[src/sfm_pkg.sv]
// sfm_pkg: constants and carrier types for the supply fault and sense mux block.
// assumes a single 250 MHz core clock; it depends on no other file.
package sfm_pkg;
    localparam int unsigned CLK_MHZ = 250;
    // times in ns
    localparam int unsigned SENSE_RESET_NS = 5500;
    localparam int unsigned SENSE_BLANK_NS = 60000;
    // reset is a longest time (round down), blank a least time (round up)
    localparam int unsigned SENSE_RESET_CYC = (SENSE_RESET_NS * CLK_MHZ) / 1000;
    localparam int unsigned SENSE_BLANK_CYC = (SENSE_BLANK_NS * CLK_MHZ + 999) / 1000;
    // deglitch counts (cycles), plain defaults
    localparam int unsigned DG_LOGIC_CYC = 16;
    localparam int unsigned DG_UV_CYC = 16;
    localparam int unsigned DG_OV_HIGH_CYC = 16;
    localparam int unsigned DG_THERM_CYC = 16;
    localparam int unsigned DG_OV_LOW_SHORT_CYC = 8;
    localparam int unsigned DG_OV_LOW_LONG_CYC = 64;
    localparam int unsigned DG_CNT_W = 8;
    localparam int unsigned SEL_W = 5;
    localparam logic [4:0] SEL_NONE = 5'h00;
    localparam logic [4:0] SEL_OUT_FIRST = 5'h01;
    localparam logic [4:0] SEL_OUT_LAST = 5'h0c;
    localparam logic [4:0] SEL_SUPPLY_NOM = 5'h10;
    localparam logic [4:0] SEL_THERM_FIRST = 5'h11;
    localparam logic [4:0] SEL_THERM_LAST = 5'h14;
    localparam logic [4:0] SEL_SUPPLY_HIGH = 5'h15;

    typedef enum logic [1:0] {
        SFM_SRC_NONE,
        SFM_SRC_CURRENT,
        SFM_SRC_SUPPLY,
        SFM_SRC_THERMAL
    } sfm_src_t;

    // analog mux steering
    typedef struct packed {
        logic output_zero;
        logic blanked;
        sfm_src_t src;
        logic [3:0] index;
        logic supply_high_range;
    } sfm_sense_ctrl_t;

    // chip_status_one flags
    typedef struct packed {
        logic fault;
        logic por;
        logic motor_supply_undervolt_flag;
        logic overvolt_low_flag;
        logic overvolt_high_flag;
        logic pump_undervolt_flag;
    } sfm_status_t;

    // drive enables
    typedef struct packed {
        logic device_active;
        logic pump_enable;
        logic gate_pulldown;
        logic half_bridge_enable;
        logic high_side_enable;
    } sfm_drive_t;
endpackage : sfm_pkg

[src/sfm_top.sv]
// sfm_top: sense source mux control and supply fault logic.
// assumes comparator inputs are synchronous to core_clk_i; the fault-clear
// command is a level written by the host and cleared here.
`timescale 1ns/1ps
`default_nettype none

module sfm_top #(
    parameter int unsigned DG_W = sfm_pkg::DG_CNT_W
) (
    input wire logic core_clk_i,
    input wire logic rst_n_i,
    input wire logic [4:0] sense_source_select_i,
    input wire logic sense_select_write_i,
    input wire logic driver_switch_on_i,
    input wire logic fault_clear_cmd_i,
    input wire logic sleep_bar_input_i,
    input wire logic logic_supply_reset_i,
    input wire logic motor_supply_uv_cmp_i,
    input wire logic overvolt_low_cmp_i,
    input wire logic overvolt_high_cmp_i,
    input wire logic pump_undervolt_i,
    input wire logic thermal_shutdown_cmp_i,
    input wire logic undervolt_recovery_mode_i,
    input wire logic overvolt_recovery_mode_i,
    input wire logic overvolt_level_select_i,
    input wire logic overvolt_deglitch_select_i,
    input wire logic thermal_shutdown_scope_i,
    output logic fault_clear_cmd_o,
    output sfm_pkg::sfm_sense_ctrl_t sense_ctrl_o,
    output sfm_pkg::sfm_status_t chip_status_one_o,
    output sfm_pkg::sfm_drive_t drive_o,
    output logic electrochromic_driver_enable_o,
    output logic heater_enable_o
);
    localparam int unsigned NCMP = 5;
    localparam logic [DG_W-1:0] DG_LEN [NCMP] = '{
        DG_W'(sfm_pkg::DG_LOGIC_CYC), DG_W'(sfm_pkg::DG_UV_CYC),
        DG_W'(sfm_pkg::DG_OV_LOW_SHORT_CYC), DG_W'(sfm_pkg::DG_OV_HIGH_CYC),
        DG_W'(sfm_pkg::DG_THERM_CYC)};
    localparam int unsigned TW = 16;

    logic rst_sync1_reg;
    logic rst_sync2_reg;
    logic rst_n;

    always_ff @(posedge core_clk_i or negedge rst_n_i) begin
        if (!rst_n_i) begin
            rst_sync1_reg <= 1'b0;
            rst_sync2_reg <= 1'b0;
        end else begin
            rst_sync1_reg <= 1'b1;
            rst_sync2_reg <= rst_sync1_reg;
        end
    end
    assign rst_n = rst_sync2_reg;

    // deglitch filters
    logic [NCMP-1:0] raw;
    logic [NCMP-1:0] qual;
    logic [DG_W-1:0] ov_low_len;
    assign raw = {thermal_shutdown_cmp_i, overvolt_high_cmp_i, overvolt_low_cmp_i,
                  motor_supply_uv_cmp_i, logic_supply_reset_i};
    assign ov_low_len = overvolt_deglitch_select_i ? DG_W'(sfm_pkg::DG_OV_LOW_LONG_CYC)
                                                   : DG_W'(sfm_pkg::DG_OV_LOW_SHORT_CYC);

    genvar gi;
    generate
        for (gi = 0; gi < NCMP; gi++) begin : g_dg
            logic [DG_W-1:0] cnt_reg;
            logic q_reg;
            logic [DG_W-1:0] len;
            assign len = (gi == 2) ? ov_low_len : DG_LEN[gi];
            // qualify only after the level holds for len cycles
            always_ff @(posedge core_clk_i or negedge rst_n) begin
                if (!rst_n) begin
                    cnt_reg <= '0;
                    q_reg <= 1'b0;
                end else if (raw[gi] == q_reg) begin
                    cnt_reg <= '0;
                end else if (cnt_reg + 1'b1 >= len) begin
                    cnt_reg <= '0;
                    q_reg <= raw[gi];
                end else begin
                    cnt_reg <= cnt_reg + 1'b1;
                end
            end
            assign qual[gi] = q_reg;
        end
    endgenerate

    logic logic_reset_q;
    logic uv_q;
    logic ovl_q;
    logic ovh_q;
    logic therm_q;
    assign {therm_q, ovh_q, ovl_q, uv_q, logic_reset_q} = qual;

    logic inactive;
    logic global_therm;
    logic clear_pulse;
    assign inactive = logic_reset_q | ~sleep_bar_input_i;
    assign global_therm = therm_q & ~thermal_shutdown_scope_i;

    // fault-clear acts in the first cycle it is seen, then reads back zero;
    // a held bit never clears twice, the host must drop it to re-arm
    logic clr_busy_reg;
    always_ff @(posedge core_clk_i or negedge rst_n) begin
        if (!rst_n) begin
            clr_busy_reg <= 1'b0;
        end else begin
            clr_busy_reg <= fault_clear_cmd_i;
        end
    end
    assign clear_pulse = fault_clear_cmd_i & ~clr_busy_reg;
    always_ff @(posedge core_clk_i or negedge rst_n) begin
        if (!rst_n) begin
            fault_clear_cmd_o <= 1'b0;
        end else begin
            fault_clear_cmd_o <= clear_pulse;
        end
    end

    // latched flags; a new event wins over a clear
    logic por_reg;
    logic uv_flag_reg;
    logic ovl_flag_reg;
    logic ovh_flag_reg;
    logic pump_flag_reg;
    always_ff @(posedge core_clk_i or negedge rst_n) begin
        if (!rst_n) begin
            por_reg <= 1'b1;
            uv_flag_reg <= 1'b0;
            ovl_flag_reg <= 1'b0;
            ovh_flag_reg <= 1'b0;
            pump_flag_reg <= 1'b0;
        end else begin
            por_reg <= logic_reset_q | (por_reg & ~clear_pulse);
            uv_flag_reg <= (uv_q & ~inactive) | (uv_flag_reg & ~clear_pulse);
            ovl_flag_reg <= (ovl_q & ~inactive) | (ovl_flag_reg & ~clear_pulse);
            ovh_flag_reg <= (ovh_q & ovl_q & overvolt_level_select_i & ~inactive)
                            | (ovh_flag_reg & ~clear_pulse);
            pump_flag_reg <= (pump_undervolt_i & ~inactive) | (pump_flag_reg & ~clear_pulse);
        end
    end

    // latched fault states for latched recovery modes
    logic uv_hold_reg;
    logic ov_hold_reg;
    always_ff @(posedge core_clk_i or negedge rst_n) begin
        if (!rst_n) begin
            uv_hold_reg <= 1'b0;
        end else if (uv_q & ~inactive) begin
            uv_hold_reg <= ~undervolt_recovery_mode_i;
        end else if (clear_pulse | undervolt_recovery_mode_i) begin
            uv_hold_reg <= 1'b0;
        end
    end
    always_ff @(posedge core_clk_i or negedge rst_n) begin
        if (!rst_n) begin
            ov_hold_reg <= 1'b0;
        end else if (ovl_q & ~inactive) begin
            ov_hold_reg <= ~overvolt_recovery_mode_i;
        end else if (clear_pulse | overvolt_recovery_mode_i) begin
            ov_hold_reg <= 1'b0;
        end
    end

    // at level one bridges latch only on a high-threshold event; at level zero they latch through ov_hold_reg
    logic ovh_hold_reg;
    always_ff @(posedge core_clk_i or negedge rst_n) begin
        if (!rst_n) begin
            ovh_hold_reg <= 1'b0;
        end else if (ovh_q & ovl_q & overvolt_level_select_i & ~inactive) begin
            ovh_hold_reg <= ~overvolt_recovery_mode_i;
        end else if (clear_pulse | overvolt_recovery_mode_i) begin
            ovh_hold_reg <= 1'b0;
        end
    end

    logic uv_active;
    logic ov_active;
    logic bridge_ov;
    assign uv_active = (uv_q | uv_hold_reg) & ~inactive;
    assign ov_active = (ovl_q | ov_hold_reg) & ~inactive;
    // level one lets bridges run between thresholds
    assign bridge_ov = overvolt_level_select_i ? (ovh_q | ovh_hold_reg)
                                               : ov_active;

    always_ff @(posedge core_clk_i or negedge rst_n) begin
        if (!rst_n) begin
            drive_o <= '0;
            electrochromic_driver_enable_o <= 1'b0;
            heater_enable_o <= 1'b0;
        end else begin
            drive_o.device_active <= ~inactive & ~global_therm;
            drive_o.pump_enable <= ~inactive & ~global_therm & ~uv_active;
            drive_o.gate_pulldown <= uv_active;
            drive_o.half_bridge_enable <= ~inactive & ~global_therm & ~uv_active
                                          & ~bridge_ov;
            drive_o.high_side_enable <= ~inactive & ~global_therm & ~uv_active
                                        & ~ov_active;
            electrochromic_driver_enable_o <= ~inactive & ~global_therm & ~uv_active
                                              & ~ov_active;
            heater_enable_o <= ~inactive & ~global_therm & ~uv_active & ~ov_active;
        end
    end

    always_ff @(posedge core_clk_i or negedge rst_n) begin
        if (!rst_n) begin
            chip_status_one_o <= '0;
        end else begin
            chip_status_one_o.fault <= uv_active | ov_active;
            chip_status_one_o.por <= por_reg;
            chip_status_one_o.motor_supply_undervolt_flag <= uv_flag_reg;
            chip_status_one_o.overvolt_low_flag <= ovl_flag_reg;
            chip_status_one_o.overvolt_high_flag <= ovh_flag_reg;
            chip_status_one_o.pump_undervolt_flag <= pump_flag_reg;
        end
    end

    // sense path timing: reset interval and longer blanking interval, both started together on a restart
    logic [4:0] sel_reg;
    logic [TW-1:0] zero_cnt_reg;
    logic [TW-1:0] blank_cnt_reg;
    logic restart;
    assign restart = sense_select_write_i | (sense_source_select_i != sel_reg);

    always_ff @(posedge core_clk_i or negedge rst_n) begin
        if (!rst_n) begin
            sel_reg <= sfm_pkg::SEL_NONE;
            zero_cnt_reg <= '0;
            blank_cnt_reg <= '0;
        end else begin
            sel_reg <= sense_source_select_i;
            if (restart) begin
                zero_cnt_reg <= TW'(sfm_pkg::SENSE_RESET_CYC);
                blank_cnt_reg <= TW'(sfm_pkg::SENSE_BLANK_CYC);
            end else begin
                if (zero_cnt_reg != '0) begin
                    zero_cnt_reg <= zero_cnt_reg - 1'b1;
                end
                if (driver_switch_on_i) begin
                    blank_cnt_reg <= TW'(sfm_pkg::SENSE_BLANK_CYC);
                end else if (blank_cnt_reg != '0) begin
                    blank_cnt_reg <= blank_cnt_reg - 1'b1;
                end
            end
        end
    end

    sfm_pkg::sfm_sense_ctrl_t sense_next;
    always_comb begin
        sense_next = '0;
        if (sel_reg >= sfm_pkg::SEL_OUT_FIRST && sel_reg <= sfm_pkg::SEL_OUT_LAST) begin
            sense_next.src = sfm_pkg::SFM_SRC_CURRENT;
            sense_next.index = 4'(sel_reg - sfm_pkg::SEL_OUT_FIRST);
        end else if (sel_reg >= sfm_pkg::SEL_THERM_FIRST
                     && sel_reg <= sfm_pkg::SEL_THERM_LAST) begin
            sense_next.src = sfm_pkg::SFM_SRC_THERMAL;
            sense_next.index = 4'(sel_reg - sfm_pkg::SEL_THERM_FIRST);
        end else if ((sel_reg == sfm_pkg::SEL_SUPPLY_NOM || sel_reg == sfm_pkg::SEL_SUPPLY_HIGH)
                     && !pump_undervolt_i && !global_therm) begin
            sense_next.src = sfm_pkg::SFM_SRC_SUPPLY;
            sense_next.supply_high_range = (sel_reg == sfm_pkg::SEL_SUPPLY_HIGH);
        end
        sense_next.output_zero = restart || zero_cnt_reg != '0
                                 || sense_next.src == sfm_pkg::SFM_SRC_NONE || inactive;
        sense_next.blanked = restart || blank_cnt_reg != '0 || driver_switch_on_i;
    end

    always_ff @(posedge core_clk_i or negedge rst_n) begin
        if (!rst_n) begin
            sense_ctrl_o <= '{output_zero: 1'b1, blanked: 1'b1, src: sfm_pkg::SFM_SRC_NONE,
                              index: 4'h0, supply_high_range: 1'b0};
        end else begin
            sense_ctrl_o <= sense_next;
        end
    end
endmodule : sfm_top

`default_nettype wire

[config.mk]
export PLATFORM = sky130hd
export DESIGN_NAME = sfm_top
export DESIGN_NICKNAME = d
export VERILOG_FILES = /design/src/sfm_pkg.sv /design/src/sfm_top.sv
export SDC_FILE = /design/constraint.sdc
export NUM_CORES = 1
export LEC_CHECK = 0
export ABC_AREA = 1
export BUFFER_PORTS_ARGS = -buffer_cell sky130_fd_sc_hd__buf_2
export CAP_MARGIN = 5
export CORE_MARGIN = 2
export CORE_UTILIZATION = 54
export CTS_CLUSTER_SIZE = 24
export DETAILED_ROUTE_END_ITERATION = 16
export PLACE_DENSITY = 0.85
export SETUP_SLACK_MARGIN = 0.1
export SYNTH_ARGS = -nofsm -noshare
export SYNTH_HDL_FRONTEND = slang
export SYNTH_SLANG_ARGS = --single-unit
export TNS_END_PERCENT = 20
[constraint.sdc]
create_clock -name core_clk_i -period 3.4 [get_ports core_clk_i]
set_input_delay 0 -clock core_clk_i [delete_from_list [all_inputs] [get_ports core_clk_i]]
set_output_delay 0 -clock core_clk_i [all_outputs]
set_load 0.01 [all_outputs]
==> summary.txt <==
Global route
  – Largest net degree at the start of global routing: 64
  – Grt met2 use: 0.418
  – First-pass GRT wire length: approximately 20000 µm
  – Initial antenna violation count: 0
  – Vias in the first global route: 4470
  – Tot GR Track Use: 0.246
  – Met3 usage: 0.0658
  – Grt met1 use: 0.290
  – Gr busiest metal: met2
  – Gr ovfl total: 0

Worst setup path
  – CP max stage delay: 0.57 ns
  – Critical path class: flop to flop
  – CP endpoint kind: flop
  – Crit path max fanout: 6
  – Critical path's slowest cell: dlygate4sd3_1
  – CP Cell Sequence: nor2_1, o21ai_0, o21ai_0, nor2_1, dlygate4sd3_1
  – Crit. path cell count: 5
  – Critical Path Source Type: flop
  – CP delay by family, top: buffers and inverters
  – Critical path required time: ~3.8 ns
  – WP buf/inv: 1
  – R2R cell count: 5
  – Crit path DAT: approximately 2.5 ns
  – R2R setup slack: 1.28 ns

Finish
  – # diodes: 0
  – Max FFs per register: 40
  – Fin nets: approximately 750
  – Final std cells w/o fill: ~860
  – Finished Core Util: 0.675
  – Design Area, Final: between 6000 and 7000 µm²
  – Share of layout cells above drive strength 1: 0.138
  – Most frequent cells in the layout: nand2_1, nor2_1, dfrtp_1
  – Area Growth Syn to Fin: 23.1%
  – Most common cell after layout, fill and taps aside: nand2_1

STA
  – Worst slew pin tran: ~0.80 ns
  – Fin worst setup slack: 1.28 ns
  – Min cycle time layout: between 2 and 2.5 ns
  – Final setup violation count: 0
  – Hold Vio Cnt, Final: 0
  – Final Max Tran Viols: 0
  – Final worst clock skew: between 0.008 and 0.009 ns
  – Setup Total Neg Slack: 0 ns
  – Slew margin rel.: 0.469
  – Highest clock rate: about 0.47 GHz
  – RSZ-0062 raised after global routing: false
  – Fin crit share: 0.624

Routing
  – Number of detailed-route iterations in the first pass: 7
  – Vias/cell: ~5.2
  – Residual DRC: 0
  – Via count: around 4500
  – Detail Route Antenna Nets: 0
  – WL/cell: between 10 and 15 µm
  – DRT iter0 DRCs: roughly 330
  – Final wirelength: 12100 µm

Yosys
  – Post-synth cell types: 29
  – Yosys reg bits: approximately 110
  – Share of the synthesized area in the top cell type: 0.525
  – Post-synth EDFFs: 0
  – Yosys top cell by area: dfrtp_1
  – Primary FF master, synth: dfrtp_1
  – Top cells by area, synth: dfrtp_1, nand2_1, nor2_1, nand3_1, inv_1
  – Syn Inst Count: roughly 620
  – Async set-reset flop share out of synthesis: 1.00
  – Yosys warnings: 0
  – Mean Syn Cell Area: about 8.6 µm²
  – Sequential area share after synthesis: 0.540
  – Mapped Area: between 5000 and 6000 µm²

Power and ir drop
  – Logic gate share of total power: 0.059
  – Clock Power Share: 0.498
  – Int Pwr: 2.42 mW
  – Switch Pwr: 862 µW
  – Net Sw Frac: 0.262
  – PD cells: around 500 nW/µm²
  – Worst VDD drop: roughly 0.34 mV
  – Leak Pwr: about 3.2 nW
  – Sequential Power Share: 0.443

Placement
  – Gp weighted congestion: slightly below 1
  – Port Buffer Count: 44
  – Hpwl dp: about 7600 µm
  – Dpl ws: about 1.4 ns
  – Post-DP Area: 5720 µm²
  – Dpl cells: 808

Hold path
  – Hold Crit Class: primary input to flop
  – WHS Path Cells: 6

Outcome
  – Outcome: complete, no violations

Floorplanning
  – Ports: 45
  – Starting Density: 0.549
  – DIE AREA: about 11000 µm²
  – Site row count: 36
  – Chip width: slightly above 100 µm
  – Die height: roughly 100 µm
  – Core Box Area: 9640 µm²

Clocking
  – CTS root buffer: clkbuf_8
  – CTS tree: yes
  – Clock Tree Buf Depth: 2
  – CTS Sinks: about 110
  – Cts repair resizes: 0
  – CTS Buf Count: 17
  – Clk pin slew, worst setup/hold paths: 0.07 ns
  – Clk_lat worst skew: ~0.53 ns
  – H-tree Lvls: 4

Flow run
  – Max cap viols: 0
[worst register-to-register path, delay by kind of cell, from the launching register on]
kind                   cells  cell delay, ns
and+or+nand+nor            2            0.47
AOI/OAI and AO/OA          2            0.53
buffers and inverters      1            0.57
DFF                        1            0.43
[power groups by stage]
stage	logic (mW)	registers (mW)	clock network, mW
5_1_grt	0.217	1.46	1.72
4_1_cts	0.187	1.45	1.64
3_3_place_gp	0.157	1.47	0
3_5_place_dp	0.164	1.48	0
2_1_floorplan	0.0859	1.48	0
6_report	0.192	1.46	1.64
[metal layers]
metal / part of all wire / vias up / routed length [µm]
li1: - / 2147 / -
met1: 0.40 / 2126 / 4800
met2: 0.50 / 209 / 6020
met3: 0.066 / 47 / 796
met4: 0.037 / 0 / 445
met5: 0 / - / 0
[through the flow]
step | hold slack, ns | power, mW
after detailed placement | -0.214 | 1.64
after CTS | 0.0527 | 3.28
after floorplan | -0.296 | 1.57
final | 0.0792 | 3.28
after global routing | 0.0764 | 3.39
after global placement | -0.215 | 1.63
[area by class of cell]
type,count,area (µm²)
clock buffers,18,428
clock inverters,14,121
fillers,741,3130
inverters,72,270
multi-input cells,444,2180
flip-flops and latches,114,2860
well taps,133,166
repair buffers,69,480
[repair_timing]
| action | CTS | global route |
|---|---|---|
| hold buffers | 24 | 0 |
| hold endpoints to repair | 73 | 0 |
| setup buffers | 0 | 0 |
[final timing paths]
kind	start	endpoint
worst max register to register	g_dg[0].q_reg	drive_o[1]
min in group asynchronous	rst_n_i	rst_sync1_reg
worst min-delay path	overvolt_deglitch_select_i	g_dg[2].q_reg
max in group asynchronous	rst_n	sense_ctrl_o[8]
worst min register to register	rst_sync1_reg	rst_n
worst max-delay path	g_dg[0].q_reg	drive_o[1]
[cell usage after synthesis (5+ instances only)]
cell	instances
o21ai_0	21
nor2_1	116
a21oi_1	12
nand2_1	135
nand4_1	10
o211ai_1	6
xnor2_1	9
xor2_1	15
dfrtp_1	111
nor2_2	5
nand3_1	51
nor3_1	14
inv_1	68
ha_1	14
[logic make-up (layout without fill, tap and decap cells)]
kind of cell,Yosys count,count (layout),synth area share
simple gates,341,341,0.277
xor+xnor,24,24,0.0398
other cells,2,18,0.00142
flops,114,114,0.540
compound gates,47,47,0.0502
buf+inv,76,173,0.0582
fa+ha+maj,14,14,0.0331
Note: power is estimated with default switching activity, not from simulation.
